===== src/rtl/memio_pkg.sv =====
// Constants, field layouts and carrier types for the memory I/O element.
// Assumes a single 10 MHz clock; every path is modelled as whole-cycle stages.
//
// What this block does
// - Input path is capture, resync and half-rate stages, each one bypassable.
// - Capture stage has rising, falling and pair-aligning registers.
// - Capture registers use a shared clock or true and inverted strobes.
// - Alignment register runs on the system clock every cycle, not gated by the strobes.
// - Up to three resync levels, clocked from the system or the read-leveling tap.
// - Resynced data goes straight to core or into the half-rate converter.
// - Run-time data-out bypass picks direct data or half-rate converter output.
// - Output-register bypass picks second mux or fourth alignment register.
// - Output path has half-rate, resync and output stages; SDR and DDR modes.
// - Half-rate core data is converted to full rate by the divided clock.
// - Output resync on system clock; third-generation mode adds leveling registers.
// - Data write phase sits 45 degrees from strobe write phase, moved further by the data-out phase setting.
// - Output-enable path mirrors output path latency exactly.
// - Delay chains take run-time settings from the configuration chains.
// - Two output, one input, two enable and two termination delay chains.
// - Strobe block delays its bus output and its enable input.
// - Configuration chains clear to zero at reset.
// - One I/O chain per pin plus one strobe chain per strobe pin.
// - I/O chain layout: out delay one, out delay two, input delay.
// - Strobe chain bits 0 to 23: delays and phase settings.
// - Strobe chain bits 24 to 36: cycle delays, enable and termination delays.
// - Strobe chain bits 37 to 45: bypass, transfer registers, phase inverts.
package memio_pkg;

   // Register byte offsets
   localparam logic [4:0] CTRL_OFS = 5'h00;
   localparam logic [4:0] SHIFT_OFS = 5'h04;
   localparam logic [4:0] UPDATE_OFS = 5'h08;
   localparam logic [4:0] IO_APPLIED_OFS = 5'h0c;
   localparam logic [4:0] STROBE_LO_OFS = 5'h10;
   localparam logic [4:0] STROBE_HI_OFS = 5'h14;

   // Field positions in the shift register and control words
   localparam int SHIFT_BIT_POS = 0;
   localparam int SHIFT_SEL_POS = 1;
   localparam int UPDATE_POS = 0;
   localparam int IO_CHAIN_LEN = 11;
   localparam int STROBE_CHAIN_LEN = 46;
   localparam int CTRL_W = 10;

   // Reset values
   localparam logic [9:0] CTRL_RST = 10'h000;
   localparam logic [10:0] IO_CHAIN_RST = 11'h000;
   localparam logic [45:0] STROBE_CHAIN_RST = 46'h0000_0000_0000;

   // Delay line depth and the 45 degree write offset in 22.5 degree steps
   localparam int DLY_DEPTH = 16;
   localparam logic [3:0] WRITE_PHASE_OFFSET = 4'h2;
   localparam logic [3:0] HALF_TURN = 4'h8;

   localparam logic [1:0] RESP_OKAY = 2'h0;
   localparam logic [1:0] RESP_SLVERR = 2'h2;

   typedef enum logic [1:0] {OUT_SDR_COMB, OUT_SDR_REG, OUT_DDR_FULL, OUT_DDR_HALF} out_mode_e;

   typedef struct packed {
      logic out_resync_en;
      logic ddr3_leveling;
      out_mode_e out_mode;
      logic out_reg_bypass;
      logic resync_from_leveling;
      logic [1:0] resync_levels;
      logic in_ddr_bypass;
      logic capture_strobe_mode;
   } ctrl_s;

   // Bit 0 of the chain is the last field listed
   typedef struct packed {
      logic [3:0] in_delay;
      logic [2:0] out_delay_two;
      logic [3:0] out_delay_one;
   } io_cfg_s;

   typedef struct packed {
      logic strobe_out_phase_inv;
      logic dq_out_phase_inv;
      logic en_ctrl_phase_inv;
      logic resync_phase_inv;
      logic in_xfer_en;
      logic out_xfer_en;
      logic term_xfer_en;
      logic strobe_en_xfer_en;
      logic dataout_bypass;
      logic [2:0] term_delay_two;
      logic [3:0] term_delay_one;
      logic [2:0] strobe_en_delay;
      logic out_cycle_dly;
      logic in_cycle_dly;
      logic term_cycle_dly;
      logic divider_phase;
      logic [3:0] resync_phase;
      logic [3:0] dq_out_phase;
      logic [3:0] strobe_out_phase;
      logic [3:0] en_ctrl_phase;
      logic [2:0] in_phase;
      logic [3:0] busout_delay;
   } strobe_cfg_s;

endpackage


===== src/rtl/memio_element.sv =====
// One memory I/O element: input, output and enable register paths, delay
// chains and the serial configuration chains, with an AXI4-Lite slave.
// Assumes all pin-side inputs are synchronous to aclk; a DDR pin is carried
// as a rise and fall sample pair per clock.
//
// Implementation choices: the AXI4-Lite register port and the placing of the registers.
`timescale 1ns/1ps
`default_nettype none

module memio_element (
   input wire logic aclk,
   input wire logic aresetn,
   input wire logic awvalid,
   output logic awready,
   input wire logic [4:0] awaddr,
   input wire logic wvalid,
   output logic wready,
   input wire logic [31:0] wdata,
   input wire logic [3:0] wstrb,
   output logic bvalid,
   input wire logic bready,
   output logic [1:0] bresp,
   input wire logic arvalid,
   output logic arready,
   input wire logic [4:0] araddr,
   output logic rvalid,
   input wire logic rready,
   output logic [31:0] rdata,
   output logic [1:0] rresp,
   input wire logic pad_rise,
   input wire logic pad_fall,
   input wire logic strobe_true,
   input wire logic strobe_comp,
   input wire logic [3:0] core_wdata,
   input wire logic [3:0] core_oe,
   input wire logic core_term_en,
   input wire logic core_strobe_en,
   output logic [3:0] core_rdata,
   output logic pad_out_rise,
   output logic pad_out_fall,
   output logic pad_oe_rise,
   output logic pad_oe_fall,
   output logic term_en_out,
   output logic [1:0] strobe_busout,
   output logic strobe_en_dly,
   output logic [3:0] dq_write_phase,
   output logic [3:0] strobe_write_phase
);

   localparam int NCH = 9;

   // Bus-side state
   logic [4:0] aw_addr_q;
   logic aw_full_q;
   logic [31:0] w_data_q;
   logic [3:0] w_strb_q;
   logic w_full_q;
   memio_pkg::ctrl_s ctrl_q;
   logic [10:0] io_chain_q;
   logic [45:0] strobe_chain_q;
   memio_pkg::io_cfg_s io_cfg_q;
   memio_pkg::strobe_cfg_s strobe_cfg_q;

   // Write decode: a write executes once address and data are both held
   logic wr_go;
   logic wr_ctrl;
   logic wr_shift;
   logic wr_update;
   logic wr_hit;
   logic [9:0] ctrl_wr_val;
   assign wr_go = aw_full_q && w_full_q && !bvalid;
   assign wr_ctrl = wr_go && (aw_addr_q == memio_pkg::CTRL_OFS);
   assign wr_shift = wr_go && (aw_addr_q == memio_pkg::SHIFT_OFS) && w_strb_q[0];
   assign wr_update = wr_go && (aw_addr_q == memio_pkg::UPDATE_OFS) && w_strb_q[0]
                      && w_data_q[memio_pkg::UPDATE_POS];
   assign wr_hit = (aw_addr_q == memio_pkg::CTRL_OFS) || (aw_addr_q == memio_pkg::SHIFT_OFS)
                   || (aw_addr_q == memio_pkg::UPDATE_OFS);
   assign ctrl_wr_val = {w_strb_q[1] ? w_data_q[9:8] : ctrl_q[9:8],
                         w_strb_q[0] ? w_data_q[7:0] : ctrl_q[7:0]};

   // Write channels: address and data are taken in either order
   always_ff @(posedge aclk) begin
      if (!aresetn) begin
         awready <= 1'b1;
         wready <= 1'b1;
         aw_full_q <= 1'b0;
         w_full_q <= 1'b0;
         aw_addr_q <= 5'h00;
         w_data_q <= 32'h0000_0000;
         w_strb_q <= 4'h0;
         bvalid <= 1'b0;
         bresp <= memio_pkg::RESP_OKAY;
      end else begin
         if (awvalid && awready) begin
            aw_addr_q <= awaddr;
            aw_full_q <= 1'b1;
            awready <= 1'b0;
         end
         if (wvalid && wready) begin
            w_data_q <= wdata;
            w_strb_q <= wstrb;
            w_full_q <= 1'b1;
            wready <= 1'b0;
         end
         if (wr_go) begin
            bvalid <= 1'b1;
            bresp <= wr_hit ? memio_pkg::RESP_OKAY : memio_pkg::RESP_SLVERR;
         end
         if (bvalid && bready) begin
            bvalid <= 1'b0;
            aw_full_q <= 1'b0;
            w_full_q <= 1'b0;
            awready <= 1'b1;
            wready <= 1'b1;
         end
      end
   end

   // Read decode; write-only registers read as zero
   logic rd_hit;
   logic [31:0] rd_val;
   assign rd_hit = (araddr == memio_pkg::CTRL_OFS) || (araddr == memio_pkg::SHIFT_OFS)
                   || (araddr == memio_pkg::UPDATE_OFS) || (araddr == memio_pkg::IO_APPLIED_OFS)
                   || (araddr == memio_pkg::STROBE_LO_OFS) || (araddr == memio_pkg::STROBE_HI_OFS);
   assign rd_val = (araddr == memio_pkg::CTRL_OFS) ? {22'h00_0000, ctrl_q} :
                   (araddr == memio_pkg::IO_APPLIED_OFS) ? {21'h00_0000, io_cfg_q} :
                   (araddr == memio_pkg::STROBE_LO_OFS) ? strobe_cfg_q[31:0] :
                   (araddr == memio_pkg::STROBE_HI_OFS) ? {18'h0_0000, strobe_cfg_q[45:32]} :
                   32'h0000_0000;

   // Read channel: one read in flight, answered the cycle after acceptance
   always_ff @(posedge aclk) begin
      if (!aresetn) begin
         arready <= 1'b1;
         rvalid <= 1'b0;
         rdata <= 32'h0000_0000;
         rresp <= memio_pkg::RESP_OKAY;
      end else if (arvalid && arready) begin
         arready <= 1'b0;
         rvalid <= 1'b1;
         rdata <= rd_val;
         rresp <= rd_hit ? memio_pkg::RESP_OKAY : memio_pkg::RESP_SLVERR;
      end else if (rvalid && rready) begin
         rvalid <= 1'b0;
         arready <= 1'b1;
      end
   end

   // Control register
   always_ff @(posedge aclk) begin
      if (!aresetn) begin
         ctrl_q <= memio_pkg::ctrl_s'(memio_pkg::CTRL_RST);
      end else if (wr_ctrl) begin
         ctrl_q <= memio_pkg::ctrl_s'(ctrl_wr_val);
      end
   end

   // Serial chains take one bit per write, entering at the top so the first
   // bit shifted ends in bit 0; the applied copy only moves on update
   always_ff @(posedge aclk) begin
      if (!aresetn) begin
         io_chain_q <= memio_pkg::IO_CHAIN_RST;
         strobe_chain_q <= memio_pkg::STROBE_CHAIN_RST;
         io_cfg_q <= memio_pkg::io_cfg_s'(memio_pkg::IO_CHAIN_RST);
         strobe_cfg_q <= memio_pkg::strobe_cfg_s'(memio_pkg::STROBE_CHAIN_RST);
      end else begin
         if (wr_shift && !w_data_q[memio_pkg::SHIFT_SEL_POS]) begin
            io_chain_q <= {w_data_q[memio_pkg::SHIFT_BIT_POS], io_chain_q[10:1]};
         end
         if (wr_shift && w_data_q[memio_pkg::SHIFT_SEL_POS]) begin
            strobe_chain_q <= {w_data_q[memio_pkg::SHIFT_BIT_POS], strobe_chain_q[45:1]};
         end
         if (wr_update) begin
            io_cfg_q <= memio_pkg::io_cfg_s'(io_chain_q);
            strobe_cfg_q <= memio_pkg::strobe_cfg_s'(strobe_chain_q);
         end
      end
   end

   // Divided-down clock phase, reloaded from the divider phase bit on update
   logic div_q;
   always_ff @(posedge aclk) begin
      if (!aresetn) begin
         div_q <= 1'b0;
      end else if (wr_update) begin
         div_q <= strobe_chain_q[23];
      end else begin
         div_q <= !div_q;
      end
   end

   // Delay chain inputs, settings and taps
   logic [1:0] dl_in [NCH];
   logic [1:0] dl_out [NCH];
   logic [3:0] dl_sel [NCH];
   logic [1:0] lane_out [2];

   // Output data and enable each pass two chains in series; termination too
   assign dl_in[0] = lane_out[0];
   assign dl_in[1] = dl_out[0];
   assign dl_in[2] = {pad_fall, pad_rise};
   assign dl_in[3] = lane_out[1];
   assign dl_in[4] = dl_out[3];
   assign dl_in[5] = {1'b0, core_term_en};
   assign dl_in[6] = dl_out[5];
   assign dl_in[7] = {strobe_comp, strobe_true};
   assign dl_in[8] = {1'b0, core_strobe_en};
   // Enable chains share the data settings so enable never drifts from data
   assign dl_sel[0] = io_cfg_q.out_delay_one;
   assign dl_sel[1] = {1'b0, io_cfg_q.out_delay_two};
   assign dl_sel[2] = io_cfg_q.in_delay;
   assign dl_sel[3] = io_cfg_q.out_delay_one;
   assign dl_sel[4] = {1'b0, io_cfg_q.out_delay_two};
   assign dl_sel[5] = strobe_cfg_q.term_delay_one;
   assign dl_sel[6] = {1'b0, strobe_cfg_q.term_delay_two};
   assign dl_sel[7] = strobe_cfg_q.busout_delay;
   assign dl_sel[8] = {1'b0, strobe_cfg_q.strobe_en_delay};

   // Each chain is a tapped line; setting zero still costs one register
   for (genvar c = 0; c < NCH; c++) begin : g_dly
      logic [1:0] line_q [memio_pkg::DLY_DEPTH];
      always_ff @(posedge aclk) begin
         if (!aresetn) begin
            for (int i = 0; i < memio_pkg::DLY_DEPTH; i++) begin
               line_q[i] <= 2'h0;
            end
         end else begin
            line_q[0] <= dl_in[c];
            for (int i = 1; i < memio_pkg::DLY_DEPTH; i++) begin
               line_q[i] <= line_q[i-1];
            end
         end
      end
      assign dl_out[c] = line_q[dl_sel[c]];
   end

   // Capture stage: strobe mode holds each register while its strobe is low
   logic cap_rise_q;
   logic cap_fall_q;
   logic [1:0] align_q;
   logic [1:0] cap_out;
   always_ff @(posedge aclk) begin
      if (!aresetn) begin
         cap_rise_q <= 1'b0;
         cap_fall_q <= 1'b0;
         align_q <= 2'h0;
      end else begin
         if (!ctrl_q.capture_strobe_mode || strobe_true) begin
            cap_rise_q <= dl_out[2][0];
         end
         if (!ctrl_q.capture_strobe_mode || strobe_comp) begin
            cap_fall_q <= dl_out[2][1];
         end
         align_q <= {cap_fall_q, cap_rise_q};
      end
   end
   assign cap_out = ctrl_q.in_ddr_bypass ? dl_out[2] : align_q;

   // Resync levels; the leveling source adds the read-leveling tap register
   logic [1:0] lvl_q;
   logic [1:0] rs_q [3];
   logic [1:0] rs_src;
   logic [1:0] rs_out;
   assign rs_src = ctrl_q.resync_from_leveling ? lvl_q : cap_out;
   always_ff @(posedge aclk) begin
      if (!aresetn) begin
         lvl_q <= 2'h0;
         for (int i = 0; i < 3; i++) begin
            rs_q[i] <= 2'h0;
         end
      end else begin
         lvl_q <= cap_out;
         rs_q[0] <= rs_src;
         for (int i = 1; i < 3; i++) begin
            rs_q[i] <= rs_q[i-1];
         end
      end
   end
   assign rs_out = (ctrl_q.resync_levels == 2'h0) ? rs_src : rs_q[ctrl_q.resync_levels - 2'h1];

   // Half-rate conversion of input: first pair low, second pair high
   logic [1:0] hr_lo_q;
   logic [3:0] hr_word_q;
   logic [3:0] in_mux2;
   logic [3:0] align4_q;
   always_ff @(posedge aclk) begin
      if (!aresetn) begin
         hr_lo_q <= 2'h0;
         hr_word_q <= 4'h0;
         align4_q <= 4'h0;
         core_rdata <= 4'h0;
      end else begin
         if (!div_q) begin
            hr_lo_q <= rs_out;
         end else begin
            hr_word_q <= {rs_out, hr_lo_q};
         end
         align4_q <= in_mux2;
         core_rdata <= ctrl_q.out_reg_bypass ? in_mux2 : align4_q;
      end
   end
   assign in_mux2 = strobe_cfg_q.dataout_bypass ? {2'h0, rs_out} : hr_word_q;

   // Output and enable lanes share one structure so their latency is equal
   for (genvar l = 0; l < 2; l++) begin : g_lane
      logic [3:0] word;
      logic [3:0] hold_q;
      logic [1:0] conv;
      logic [1:0] rsy_q;
      logic [1:0] lev_q;
      logic [1:0] oreg_q;
      logic [1:0] pre_lev;
      logic [1:0] post_lev;
      assign word = (l == 0) ? core_wdata : core_oe;
      assign conv = (ctrl_q.out_mode == memio_pkg::OUT_DDR_HALF) ? (div_q ? hold_q[3:2] : word[1:0]) :
                    (ctrl_q.out_mode == memio_pkg::OUT_DDR_FULL) ? word[1:0] :
                    {word[0], word[0]};
      assign pre_lev = ctrl_q.out_resync_en ? rsy_q : conv;
      assign post_lev = ctrl_q.ddr3_leveling ? lev_q : pre_lev;
      assign lane_out[l] = (ctrl_q.out_mode == memio_pkg::OUT_SDR_COMB) ? post_lev : oreg_q;
      always_ff @(posedge aclk) begin
         if (!aresetn) begin
            hold_q <= 4'h0;
            rsy_q <= 2'h0;
            lev_q <= 2'h0;
            oreg_q <= 2'h0;
         end else begin
            if (!div_q) begin
               hold_q <= word;
            end
            rsy_q <= conv;
            lev_q <= pre_lev;
            oreg_q <= post_lev;
         end
      end
   end

   // Write phases: strobe phase plus optional half turn, data 45 degrees ahead plus dq_out_phase
   logic [3:0] strobe_phase;
   assign strobe_phase = strobe_cfg_q.strobe_out_phase
                         + (strobe_cfg_q.strobe_out_phase_inv ? memio_pkg::HALF_TURN : 4'h0);

   // Pin-facing flops keep every output glitch-free from a register
   always_ff @(posedge aclk) begin
      if (!aresetn) begin
         pad_out_rise <= 1'b0;
         pad_out_fall <= 1'b0;
         pad_oe_rise <= 1'b0;
         pad_oe_fall <= 1'b0;
         term_en_out <= 1'b0;
         strobe_busout <= 2'h0;
         strobe_en_dly <= 1'b0;
         dq_write_phase <= 4'h0;
         strobe_write_phase <= 4'h0;
      end else begin
         pad_out_rise <= dl_out[1][0];
         pad_out_fall <= dl_out[1][1];
         pad_oe_rise <= dl_out[4][0];
         pad_oe_fall <= dl_out[4][1];
         term_en_out <= dl_out[6][0];
         strobe_busout <= dl_out[7];
         strobe_en_dly <= dl_out[8][0];
         strobe_write_phase <= strobe_phase;
         dq_write_phase <= strobe_phase - memio_pkg::WRITE_PHASE_OFFSET + strobe_cfg_q.dq_out_phase;
      end
   end

endmodule

`default_nettype wire


===== config.mk =====
export PLATFORM = sky130hd
export DESIGN_NAME = memio_element
export DESIGN_NICKNAME = d
export VERILOG_FILES = /design/src/rtl/memio_pkg.sv /design/src/rtl/memio_element.sv
export SDC_FILE = /design/constraint.sdc
export NUM_CORES = 1
export LEC_CHECK = 0
export BUFFER_PORTS_ARGS = -buffer_cell sky130_fd_sc_hd__buf_2
export CORE_MARGIN = 1
export CORE_UTILIZATION = 35
export CTS_CLUSTER_SIZE = 8
export DETAILED_ROUTE_END_ITERATION = 12
export PLACE_DENSITY = 0.62
export RECOVER_POWER = 100
export SLEW_MARGIN = 20
export SYNTH_ARGS = -nofsm -noshare
export SYNTH_HDL_FRONTEND = slang
export SYNTH_SLANG_ARGS = --single-unit

===== constraint.sdc =====
create_clock -name aclk -period 2.55 [get_ports aclk]
set_input_delay 0.51 -clock aclk [delete_from_list [all_inputs] [get_ports aclk]]
set_output_delay 0.51 -clock aclk [all_outputs]
set_load 0.02 [all_outputs]

==> summary.txt <==
Run status
  – Status: finished with violations
  – Failing checks: max-capacitance violations, max-slew violations

Clock tree
  – CTS Hold Buffers Added: 0
  – Clock sinks: 445
  – Post CTS Setup Buffer Count: 0
  – Worst-Skew Late Latency: 0.58 ns
  – Clock Tree Buf Depth: 3
  – CTS H-Tree Depth: 2
  – CTS tree: yes
  – Root buf cell: clkbuf_16
  – Cts bufs inserted: 61
  – Worst-path clk slew: 0.05 ns
  – Resized cells post-CTS: 0

Worst setup path
  – Kind of critical path: flip-flop to flip-flop
  – Worst R2R Path Depth: 5
  – Crit-path max cell delay: 0.47 ns
  – Crit start category: flip-flop
  – Reg2reg setup slack: 0.31 ns
  – Req. time, crit path: 2.97 ns
  – Cell Chain, Critical Path: or3_1 > nor4_4 > nand3_2 > clkbuf_4 > mux2i_1
  – Crit-path max FO: 46
  – Worst r2r src: aw_addr_q[0]
  – Crit path arrival time: 2.66 ns
  – Setup crit end kind: flip-flop
  – Slowest stage cell, crit path: clkbuf_4
  – R2R Path End: strobe_chain_q[19]

Synthesis
  – Most common flop cell mapped by yosys: dfxtp_1
  – Synth Register Bits: 445
  – Synthesized instance count: 1510
  – Synth unique cells: 56
  – Yosys warns: 0
  – Ys async rst share: 0%
  – Register area share after synthesis: 56.1%
  – Mean Syn Cell Area: 10.5 µm²
  – Post-synth EDFFs: 0
  – Cell Area, Synth: 15900 µm²

GRT
  – Overall routing resource usage: 14.6%
  – Overflow after GRT: 0
  – Vias in the first global route: 10700
  – Antenna violations before repair: 0
  – First-pass GRT wire length: 55400 µm
  – Largest net degree at the start of global routing: 217

Timing
  – Fin worst setup slack: 0.311 ns
  – Fin. Hold Viols: 0
  – Final period util: 87.8%
  – FMAX: 447 MHz
  – Setup TNS Final: 0 ns
  – RSZ-0062 raised after global routing: no
  – Fin Clk Skew: 0.0170 ns
  – Setup-failing EPs final: 0
  – Fin crit period: 2.24 ns
  – Slew margin rel.: -0.492%
  – Slew Viols, Final: 41
  – Slew @ Worst Pin: 1.51 ns

Finish
  – Sequential cell area: 8910 µm²
  – Commonest cells after routing, fill and taps aside: 445 x dfxtp_1, 226 x nand2_1, 161 x and2_1
  – Fill cell count: 4296
  – Fraction of layout cells with a size suffix above 1: 12.7%
  – Fin util: 41.4%
  – Multi-input logic area: 6450 µm²
  – Commonest non-fill, non-tap cell in the layout: dfxtp_1
  – Final non-filler cell total: 2201
  – Layout area overhead: 16.0%
  – Inserted Diodes: 0
  – Layout Nets: 1679

Power and ir drop
  – Register share of total power: 49.5%
  – Clk network pwr share: 47.4%
  – NetSw: 0.00305 W
  – Max VDD drop: 0.000530 V
  – P_int: 0.0114 W
  – Leakage: 6.94 nW
  – PwrDens: 784 nW/µm²
  – Switching Share: 21.1%
  – Power share of the combinational group: 3.1%

Min path
  – Hold Path End: g_dly[2].line_q[0][0]
  – Cells on Worst Hold Path: 2
  – Origin of the worst min-delay path: pad_rise
  – Worst Hold Class: input pin to flip-flop

Floorplanning
  – Die Area: 46200 µm²
  – Core Footprint: 44500 µm²
  – Die width: 215 µm
  – IO Count: 128
  – Starting Density: 35.7%
  – Die height: 215 µm
  – Num rows: 77

Detailed routing
  – WL per Instance: 15.3 µm
  – Drc violations: 0
  – Routed vias: 10700
  – WL final: 33600 µm
  – Vias per cell: 4.88
  – DRT Pass-1 Iters: 6
  – Antenna-violating nets left: 0
  – Initial drt markers: 639

Placement
  – HPWL after detailed placement: 22000 µm
  – Gp weighted congestion: 0.785
  – Port Buf Inserts: 101
  – Setup slack at placement: 0.408 ns
  – Inst Count DP: 2135

Job
  – Maxcap violations: 1
## worst max-delay path by stage
| stage | from | depth (start not counted) | slack, ns | endpoint |
|---|---|---|---|---|
| 3_5_place_dp | araddr[1] | 6 | 0.41 | rdata[8] |
| 4_1_cts | dl_sel[4] | 3 | 0.41 | strobe_busout[0] |
| 5_1_grt | aw_addr_q[0] | 5 | 0.15 | strobe_chain_q[0] |
| 6_report | aw_addr_q[0] | 5 | 0.31 | strobe_chain_q[19] |
| 3_3_place_gp | dl_sel[4] | 3 | 0.40 | strobe_busout[0] |
| 2_1_floorplan | flip-flop | 5 | 0.70 | g_dly[1].line_q[0][0] |
## metrics by stage
step | total power [W] | hold WS, ns | area, µm²
2_1_floorplan | 0.00758 | 0.424 | 15900
5_1_grt | 0.0150 | 0.129 | 18400
3_3_place_gp | 0.00774 | 0.429 | 17000
6_report | 0.0144 | 0.145 | 18400
4_1_cts | 0.0146 | 0.114 | 18500
3_5_place_dp | 0.00775 | 0.434 | 17000
## power groups by stage
stage	logic [W]	registers (W)	clock network, W
finish	0.000448	0.00715	0.00685
global route	0.000498	0.00715	0.00735
CTS	0.000468	0.00715	0.00703
detailed placement	0.000466	0.00728	0
global placement	0.000459	0.00728	0
floorplan	0.000286	0.00729	0
## cells by family after synthesis
logic type,count (synthesis),synth area share (%)
buffers and inverters,120,3.33
other,1,0.0236
flip-flops,445,56.1
AND/OR/NAND/NOR,582,18.5
adder cells (fa/ha/maj),6,0.520
multiplexers,146,13.3
AO/OA/AOI/OAI,207,8.07
XOR/XNOR,3,0.165
## sequential cells by signal, indices dropped and copies added, names as in the netlist, 4 cells and up, named ones only
name / cells
g_dly.line_q: 192
strobe_chain_q: 46
rdata: 32
strobe_cfg_q: 32
dl_sel: 25
io_chain_q: 11
ctrl_q: 10
w_data_q: 10
rs_q: 6
aw_addr_q: 5
align4_q: 4
core_rdata: 4
dq_write_phase: 4
g_lane.hold_q: 4
g_lane.lev_q: 4
g_lane.oreg_q: 4
g_lane.rsy_q: 4
hr_word_q: 4
strobe_write_phase: 4
## per-layer routing
layer | GRT usage (%) | routed length (µm) | up-vias
met3 | 2.94 | 1590 | 65
li1 | - | - | 5315
met5 | 0 | 0 | -
met4 | 5.53 | 902 | 0
met2 | 23.5 | 15400 | 231
met1 | 19.3 | 15600 | 5130
## critical path: cells and delay by family, from the launching register on
kind                   cells  cell delay [ns]
and+or+nand+nor            3             0.98
buffers and inverters      1             0.47
DFF                        1             0.31
muxes                      1             0.25
## cell usage after synthesis (12+ instances only)
library cell,number,area share [%]
a211oi_1,14,0.66
a21oi_1,107,3.4
a22oi_1,18,0.85
and2_1,208,8.2
clkbuf_1,72,1.7
dfxtp_1,445,56
inv_1,19,0.45
mux2_2,12,0.85
mux2i_1,83,5.2
mux4_2,51,7.2
nand2_1,226,5.3
nand2b_1,16,0.63
nand3_1,25,0.79
nor2_1,72,1.7
o21ai_0,17,0.54
## area by class of cell
class | count | share of cell area [%]
Timing Repair Buffer | 132 | 3.73
Sequential cell | 445 | 48.4
Inverter | 20 | 0.408
Clock buffer | 64 | 8.35
Multi-Input combinational cell | 946 | 35.0
Clock inverter | 2 | 0.0951
Tap cell | 592 | 4.02
Note: power is estimated with default switching activity, not from simulation.
